## src/wd_pkg.sv

```systemverilog
package wd_pkg;
  // Tick divider scale: one tick every four crystal cycles per divider count.
  localparam int          TICK_SCALE        = 4;
  localparam int          DIV_WIDTH         = 16;
  localparam logic [15:0] TICK_DIV_DEFAULT  = 16'h0E66;
  // Watchdog period in ticks (2^16).
  localparam int          WD_WIDTH          = 16;
  localparam logic [15:0] WD_LAST           = 16'hFFFF;
  // Soft reset argument.
  localparam logic [7:0]  SOFT_RESET_KEY    = 8'h5A;
  // Serial configuration byte: sleep permit bit.
  localparam int          SLEEP_PERMIT_BIT  = 6;
  localparam logic [7:0]  SERIAL_CFG_RESET  = 8'h00;
  // Command fetch addresses.
  localparam logic [7:0]  POR_VECTOR        = 8'h00;
  localparam logic [7:0]  ZERO_VECTOR       = 8'h00;
  // Configuration store: divider low byte at lower location.
  localparam logic [7:0]  CFG_DIV_LO        = 8'hF9;
  localparam logic [7:0]  CFG_DIV_HI        = 8'hFA;
  localparam logic [7:0]  CFG_WD_VECTOR     = 8'hFF;
  // Factory watchdog macro character.
  localparam logic [7:0]  WD_MACRO_CHAR     = 8'h77;
  // Wake settle time in ns and cycles at 10 ns.
  localparam int          CLK_PERIOD_NS     = 10;
  localparam int          WAKE_NS           = 10000000;
  localparam int          WAKE_CYCLES       = WAKE_NS / CLK_PERIOD_NS;
  typedef enum logic [3:0] {
    RUN    = 4'b0001,
    PAUSED = 4'b0010,
    SLEEP  = 4'b0100,
    WAKE   = 4'b1000
  } power_state_t;
endpackage

```

## src/tick_watchdog_reset_sleep.sv

```systemverilog
`timescale 1ns/1ps
// Notes on behaviour
// - tick rate from 16-bit stored divider.
// - one tick per four times divider cycles.
// - multi-byte settings stored low byte first.
// - watchdog period fixed at 2^16 ticks.
// - any character received outside sleep restarts watchdog.
// - armed nonzero vector redirects fetch after char.
// - event clears arm flag, releases held input.
// - default watchdog macro prints w.
// - reset command acts only on 5A.
// - reset discards characters buffered after it.
// - after reset, fetch starts at location 0.
// - default power-on macro sends greeting string.
// - sleep needs permit bit, clear by default.
// - sleep stops oscillator; watched pin wakes.
// - pause suspends execution, timing keeps running.
module tick_watchdog_reset_sleep
  import wd_pkg::*;
#(
  parameter int WAKE_COUNT = wd_pkg::WAKE_CYCLES,
  parameter int WD_BITS    = wd_pkg::WD_WIDTH
) (
  input  wire logic                      mclk,
  input  wire logic                      reset,
  input  wire logic                      ce,
  // Configuration store write port (byte wide).
  input  wire logic                      cfg_we,
  input  wire logic [7:0]                cfg_addr,
  input  wire logic [7:0]                cfg_wdata,
  input  wire logic [7:0]                serial_config_byte,
  // Command side.
  input  wire logic                      rx_char,
  input  wire logic                      char_done,
  input  wire logic                      arm_set,
  input  wire logic                      reset_cmd,
  input  wire logic [7:0]                reset_arg,
  input  wire logic                      sleep_cmd,
  input  wire logic                      pause_req,
  input  wire logic                      wake_pin,
  // Outputs.
  output logic                           tick,
  output logic [wd_pkg::DIV_WIDTH-1:0]   tick_divider,
  output logic                           host_watchdog_arm,
  output logic                           fetch_load,
  output logic [7:0]                     fetch_addr,
  output logic                           release_held,
  output logic                           flush_rx,
  output logic                           soft_reset,
  output logic                           osc_stop,
  output logic                           exec_enable
);
  import wd_pkg::*;

  logic [7:0]   wd_vector;
  logic         sleep_permit;
  logic         expired;
  logic         wd_pending;
  logic         wake_s1;
  logic         wake_s2;
  logic         wake_s3;
  logic [31:0]  wake_count;
  power_state_t state;
  power_state_t next_state;

  ////////////////////////////////////////////////////////////////////////////
  // Stored settings. The divider is assembled low byte at the lower location.
  always_ff @(posedge mclk) begin
    if (reset) begin
      tick_divider <= TICK_DIV_DEFAULT;
      wd_vector    <= ZERO_VECTOR;
      sleep_permit <= 1'b0;
    end else if (ce) begin
      sleep_permit <= serial_config_byte[SLEEP_PERMIT_BIT];
      if (cfg_we && cfg_addr == CFG_DIV_LO) begin
        tick_divider[7:0] <= cfg_wdata;
      end
      if (cfg_we && cfg_addr == CFG_DIV_HI) begin
        tick_divider[15:8] <= cfg_wdata;
      end
      if (cfg_we && cfg_addr == CFG_WD_VECTOR) begin
        wd_vector <= cfg_wdata;
      end
    end
  end

  ////////////////////////////////////////////////////////////////////////////
  // Timing runs in RUN and PAUSED alike; only sleep stops the oscillator.
  logic run_ce;
  assign run_ce = ce && (state != SLEEP);

  tick_gen #(.WIDTH(DIV_WIDTH)) u_tick (
    .mclk    (mclk),
    .reset   (reset),
    .ce      (run_ce),
    .divider (tick_divider),
    .tick    (tick)
  );

  // The period stays fixed in service; a narrower build only shortens tests.
  wd_counter #(.WIDTH(WD_BITS)) u_wd (
    .mclk    (mclk),
    .reset   (reset),
    .ce      (run_ce),
    .tick    (tick),
    .rx_char (rx_char && state != SLEEP),
    .expired (expired)
  );

  ////////////////////////////////////////////////////////////////////////////
  // Arm flag: software sets; a taken event clears it. Set wins over clear.
  always_ff @(posedge mclk) begin
    if (reset) begin
      host_watchdog_arm <= 1'b0;
    end else if (ce) begin
      if (arm_set) begin
        host_watchdog_arm <= 1'b1;
      end else if (expired && wd_vector != ZERO_VECTOR) begin
        host_watchdog_arm <= 1'b0;
      end
    end
  end

  // A taken event waits for the current character to finish.
  always_ff @(posedge mclk) begin
    if (reset) begin
      wd_pending <= 1'b0;
    end else if (ce) begin
      if (expired && host_watchdog_arm && wd_vector != ZERO_VECTOR) begin
        wd_pending <= 1'b1;
      end else if (char_done) begin
        wd_pending <= 1'b0;
      end
    end
  end

  // Unblock held input on the event itself; the default macro at the
  // vector prints w (WD_MACRO_CHAR), held in the store, not here.
  assign release_held = expired && host_watchdog_arm && (wd_vector != ZERO_VECTOR);

  ////////////////////////////////////////////////////////////////////////////
  // Soft reset only with the key; it flushes the receive buffer.
  assign soft_reset = ce && reset_cmd && (reset_arg == SOFT_RESET_KEY);
  assign flush_rx   = soft_reset;

  // Fetch redirect: location 0 after any reset, vector after an event.
  always_ff @(posedge mclk) begin
    if (reset) begin
      fetch_load <= 1'b1;
      fetch_addr <= POR_VECTOR;
    end else if (ce) begin
      fetch_load <= 1'b0;
      if (soft_reset) begin
        fetch_load <= 1'b1;
        fetch_addr <= POR_VECTOR;
      end else if (wd_pending && char_done) begin
        fetch_load <= 1'b1;
        fetch_addr <= wd_vector;
      end
    end
  end

  ////////////////////////////////////////////////////////////////////////////
  // Wake pin synchroniser; the third stage feeds the edge detector.
  always_ff @(posedge mclk) begin
    if (reset) begin
      wake_s1 <= 1'b0;
      wake_s2 <= 1'b0;
      wake_s3 <= 1'b0;
    end else begin
      wake_s1 <= wake_pin;
      wake_s2 <= wake_s1;
      wake_s3 <= wake_s2;
    end
  end

  // Power state. Sleep is refused unless permitted; the wake wait covers
  // oscillator restart, during which execution stays off.
  always_comb begin
    next_state = state;
    case (state)
      RUN: begin
        if (sleep_cmd && sleep_permit) begin
          next_state = SLEEP;
        end else if (pause_req) begin
          next_state = PAUSED;
        end
      end
      PAUSED: begin
        if (!pause_req) begin
          next_state = RUN;
        end
      end
      SLEEP: begin
        if (wake_s2 != wake_s3) begin
          next_state = WAKE;
        end
      end
      WAKE: begin
        if (wake_count >= 32'(WAKE_COUNT - 1)) begin
          next_state = RUN;
        end
      end
      default: next_state = RUN;
    endcase
  end

  always_ff @(posedge mclk) begin
    if (reset || soft_reset) begin
      state <= RUN;
    end else if (ce) begin
      state <= next_state;
    end
  end

  // Wake settle counter.
  always_ff @(posedge mclk) begin
    if (reset) begin
      wake_count <= '0;
    end else if (ce) begin
      wake_count <= (state == WAKE) ? wake_count + 1'b1 : '0;
    end
  end

  assign osc_stop    = (state == SLEEP);
  assign exec_enable = (state == RUN);
endmodule

```

## src/tick_gen.sv

```systemverilog
`timescale 1ns/1ps
// Tick generator: a pulse every TICK_SCALE*divider crystal cycles.
module tick_gen
  import wd_pkg::*;
#(
  parameter int WIDTH = wd_pkg::DIV_WIDTH
) (
  input  wire logic             mclk,
  input  wire logic             reset,
  input  wire logic             ce,
  input  wire logic [WIDTH-1:0] divider,
  output logic                  tick
);
  logic [WIDTH+1:0] count;
  logic [WIDTH+1:0] limit;

  // A zero divider would stall; it is treated as one.
  assign limit = (divider == '0) ? (WIDTH+2)'(TICK_SCALE - 1)
                 : (WIDTH+2)'({divider, 2'b00} - 1'b1);

  // Count crystal cycles; tick registered.
  always_ff @(posedge mclk) begin
    if (reset) begin
      count <= '0;
      tick  <= 1'b0;
    end else if (ce) begin
      tick <= (count >= limit);
      if (count >= limit) begin
        count <= '0;
      end else begin
        count <= count + 1'b1;
      end
    end
  end
endmodule

```

## src/wd_counter.sv

```systemverilog
`timescale 1ns/1ps
// Host activity counter: restarts on every received character, one event per expiry.
module wd_counter
  import wd_pkg::*;
#(
  parameter int WIDTH = wd_pkg::WD_WIDTH
) (
  input  wire logic mclk,
  input  wire logic reset,
  input  wire logic ce,
  input  wire logic tick,
  input  wire logic rx_char,
  output logic      expired
);
  logic [WIDTH-1:0] count;
  logic             spent;

  // Counting, restart and the single-shot guard.
  always_ff @(posedge mclk) begin
    if (reset) begin
      count   <= '0;
      spent   <= 1'b0;
      expired <= 1'b0;
    end else if (ce) begin
      expired <= 1'b0;
      if (rx_char) begin
        count <= '0;
        spent <= 1'b0;
      end else if (tick && !spent) begin
        if (count == WIDTH'(WD_LAST)) begin
          expired <= 1'b1;
          spent   <= 1'b1;
        end else begin
          count <= count + 1'b1;
        end
      end
    end
  end
endmodule

```

## config.mk

```make
export PLATFORM = sky130hd
export DESIGN_NAME = tick_watchdog_reset_sleep
export DESIGN_NICKNAME = d
export VERILOG_FILES = /design/src/wd_pkg.sv /design/src/tick_watchdog_reset_sleep.sv /design/src/tick_gen.sv /design/src/wd_counter.sv
export SDC_FILE = /design/constraint.sdc
export NUM_CORES = 1
export LEC_CHECK = 0
export BUFFER_PORTS_ARGS = -buffer_cell sky130_fd_sc_hd__clkbuf_2
export CAP_MARGIN = 40
export CORE_MARGIN = 4
export CORE_UTILIZATION = 60
export DETAILED_ROUTE_END_ITERATION = 10
export GPL_TIMING_DRIVEN = 0
export MAX_ROUTING_LAYER = met4
export PLACE_DENSITY = 0.81
export SYNTH_ARGS = -nofsm -noshare
export SYNTH_HDL_FRONTEND = slang
export SYNTH_SLANG_ARGS = --single-unit
```

## constraint.sdc

```tcl
create_clock -name mclk -period 8.7 [get_ports mclk]
set_input_delay 1.74 -clock mclk [delete_from_list [all_inputs] [get_ports mclk]]
set_output_delay 1.74 -clock mclk [all_outputs]
set_load 0.05 [all_outputs]
```

==> reports/metrics.sh <==
STATUS='complete, no violations'
WORSTSETUPSTARTPOINTTYPE='input port'
SYNTH.FF_LATCH_COUNT=112
CRIT_REQUIRED_NS=6.96
CLOCK_LATENCY_NS=0.38
CORE_AREA_MM2=0.00881
INTERNAL-POWER_uW=649
CRIT_TYPE='input port to primary output'
CTS_SINK_COUNT=112
FIRST_PASS_GRT_WIRE_LENGTH_MM=20.9
CTS_BUFFERS=9
SWITCHING_POWER_uW=236
TOP_CELLS_BY_INSTANCE_COUNT_AFTER_SYNTHESIS='dfxtp_1, nor2_1, nand2_1'
ROW_COUNT=34
WORSTSETUPENDPOINTTYPE='primary output'
DRT_ITER0_MARKERS=189
DOMINANT_COMBINATIONAL_CELL_FAMILY_BY_AREA_AFTER_SYNTHESIS='simple AND/OR/NAND/NOR gates'
CELLLEAKAGEPOWER_uW=0.00238
GLOBAL_ROUTE.OVERFLOW_TOTAL=0
LAYOUT.CORE_UTILIZATION=0.698
MAPPEDNETLISTAREA_MM2=0.00548
FINAL_MAX_SLEW_VIOL_COUNT=0
CLOCK_TREE_FROM_TRITONCTS='built'
MAX_CLOCK_BUF_DEPTH=2
YOSYS.AREA.TOP_TYPE_SHARE=0.409
FINALHOLDVIOLCOUNT=0
RSZ0062_AT_GRT='no'
AREA.SEQUENTIAL_MM2=0.00224
SYNTH-ADDER-AREA-SHARE=0.0457
YOSYSMOSTFREQUENTCELL='dfxtp_1'
LAYOUT_MIN_CYCLE_TIME_NS=4.70
INITIAL_ANTENNA_VIOLATION_COUNT=0
POST-PLACE-WS_NS=3.98
YOSYS.AREA.TOP_TYPE='dfxtp_1'
ARR_TIME_CRIT_PATH_NS=2.96
XOR_XNOR_SHARE_OF_THE_SYNTHESIZED_AREA=0.0959
HOLDBUFCOUNTCTS=0
POSTSYNTH.ASYNCRESETSHARE=0
WORSTHOLDPATHCELLS=1
WORST_R2R_PATH_DEPTH=14
POWER.DENSITY_mW_PER_MM2=144
MAXCLOCKFREQUENCY_GHz=0.213
MAX_SLEW.WORST_PIN.SLEW_NS=0.860
PORT_BUFFERS=65
FIRST_PASS_ITERS=4
SYNTHESIZED_NETLIST_NET_COUNT=722
MULTIINPUTGATEAREA_MM2=0.00308
PWR-SHARE-COMB=0.058
CLOCK_POWER_SHARE=0.353
SYNTH_AREA_LEADERS='dfxtp_1, nor2_1, xor2_1, nand2_1, ha_1'
WORSTPATHMAXFANOUT=8
HTREE_NUM_LEVELS=3
PROPORTION_OF_LAYOUT_CELLS_WITH_A_DRIVE_SUFFIX_ABOVE_1=0.127
ROUTED_WL_MM=12.0
ANTENNA_CELLS_INSERTED=0
DOMINANT_REGISTER_CELL_IN_THE_SYNTHESIZED_NETLIST='dfxtp_1'
AREA_DELTA_SYNTH_FINAL_PCT=12.2
LAYOUT.NETS=798
PLACED_CELLS=832
TIMING.SETUP.TNS_NS=0
GRT_MAX_DEGREE=23
VIAS=4789
NETSWITCHINGFRACTION=0.266
WARNINGS_FROM_YOSYS=0
FIN_SKEW_NS=0.0230
OVERALL_FRACTION_OF_GLOBAL_ROUTE_TRACKS_IN_USE=0.233
MAXCAPVIOLATIONS=0
SYNTH_CELLS=659
DETAILEDPLACEMENTHPWL_MM=9.16
FIN_WS_NS=4.00
FIN_CRIT_SH=0.540
FP.DIEAREA_MM2=0.0107
HOLD_PATH_CLASS='flop to flop'
DIE_H_UM=104
MUXSHAREOFSYNTHAREA=0.0438
DIE_WIDTH_UM=104
GPL.FINAL_WEIGHTED_CONGESTION=0.871
AVGVIACOUNTPERCELL=5.65
PIN_COUNT=75
SYNTH_COMPOUND_AREA_FRAC=0.0963
SYNTH.YOSYS.SEQ_AREA_SHARE=0.409
RELSLEWSLACK=0.422
SYNTH-SIMPLE-AREA-SHARE=0.280
CLOCK-ROOT-BUFFER='clkbuf_8'
DRC_VIOLATIONS_LEFT=0
ROUTEDWLPERCELL_UM=14.2
POST_CTS_RESIZE_COUNT=0
FILLERS=701
SYN_AVG_CELL_AREA_UM2=8.32
FINALNONFILLERCELLS=848
VIAS_IN_THE_FIRST_GLOBAL_ROUTE=4738
PEAKVDDDROP_mV=0.115
POST_SYNTH_NUM_CELL_TYPES=51
POSTCTSSETUPREPAIRBUFS=0
DRTANTENNAVIOLNETS=0
SYNTH-EDFF-COUNT=0
FINISH_STAGE_SETUP_VIOLS=0
INITIAL_CORE_UTIL=0.622
P_SEQ_FRAC=0.589
CLKSLEWWORSTSETUPHOLDPATHS_NS=0.13
layout by cell type, fill, tap and decap left out, drive strengths merged, types with 2 or more instances in the layout:
cell    count
dfxtp     112
nor2      103
clkbuf     89
nand2      79
xor2       34
a21oi      34
nand3      29
xnor2      26
mux2i      24
inv        21
ha         20
nor3       19
o21ai      18
and3       16
or3        14
nand4      13
nor4       10
o211ai      9
buf         7
and2        5
nor2b       5
and4        5
nand3b      3
or2         3
nand4b      3
nor4b       3
a22oi       3
a211o       3
or4         3
clkinv      3
nand2b      2
o31ai       2
a41oi       2
a32oi       2
a211oi      2
a31oi       2
o41ai       2
through the flow:
stage | total power (uW) | hold slack (ns) | cell area [um^2]
3_3_place_gp | 582 | 0.430 | 5940
6_report | 884 | 0.453 | 6150
5_1_grt | 919 | 0.478 | 6150
2_1_floorplan | 564 | 0.414 | 5480
4_1_cts | 891 | 0.460 | 6150
3_5_place_dp | 584 | 0.442 | 5940
final timing paths:
| path | to | startpoint | slack (ns) |
|---|---|---|---|
| max | soft_reset | ce | 4.00 |
| min | wake_s2 | wake_s1 | 0.45 |
| max reg2reg | u_tick.count[15] | tick_divider[8] | 4.58 |
| min reg2reg | wake_s2 | wake_s1 | 0.45 |
flip-flops by register name, summed over array words and instances (netlist names), 4 cells and up:
| register | count |
|---|---|
| wake_count | 32 |
| u_tick.count | 18 |
| tick_divider | 16 |
| u_wd.count | 16 |
| fetch_addr | 8 |
| wd_vector | 8 |
| state | 4 |
cell type report:
type                            instances  share of cell area
Buffer                                 22              0.0149
Clock buffer                            9              0.0201
Inverter                               18              0.0110
Clock inverter                          7              0.0134
Tap cell                              108              0.0220
Timing Repair Buffer                   65              0.0529
Sequential cell                       112               0.365
Multi-Input combinational cell        507               0.501
per-layer routing:
metal / GRT usage / vias to the layer above / share of wire / wire length [um]
met5: - / - / 0 / 0
met4: 0.0608 / 0 / 0.012 / 140
met3: 0.0448 / 15 / 0.043 / 519
met2: 0.373 / 106 / 0.46 / 5590
li1: - / 2452 / - / -
met1: 0.304 / 2216 / 0.48 / 5780
critical path, cell delays in order:
cell	delay (ns)
clkbuf_1	0.30
nand4b_1	0.15
nor4_1	0.33
buf_4	0.18
clkbuf_2	0.26
logic make-up (layout without fill, tap and decap cells):
| group | after synthesis | count (layout) |
|---|---|---|
| buf+inv | 40 | 121 |
| mux | 24 | 24 |
| fa+ha+maj | 20 | 20 |
| flops | 112 | 112 |
| simple gates | 317 | 317 |
| compound gates | 86 | 86 |
| xor+xnor | 60 | 60 |
power by group through the flow:
stage	clock (uW)	sequential, uW	combinational (uW)
after global routing	340	522	56.5
after floorplan	0	535	28.9
final	312	521	51.6
after CTS	318	521	51.7
after detailed placement	0	532	51.4
after global placement	0	532	49.9
Note: power is estimated with default switching activity, not from simulation.
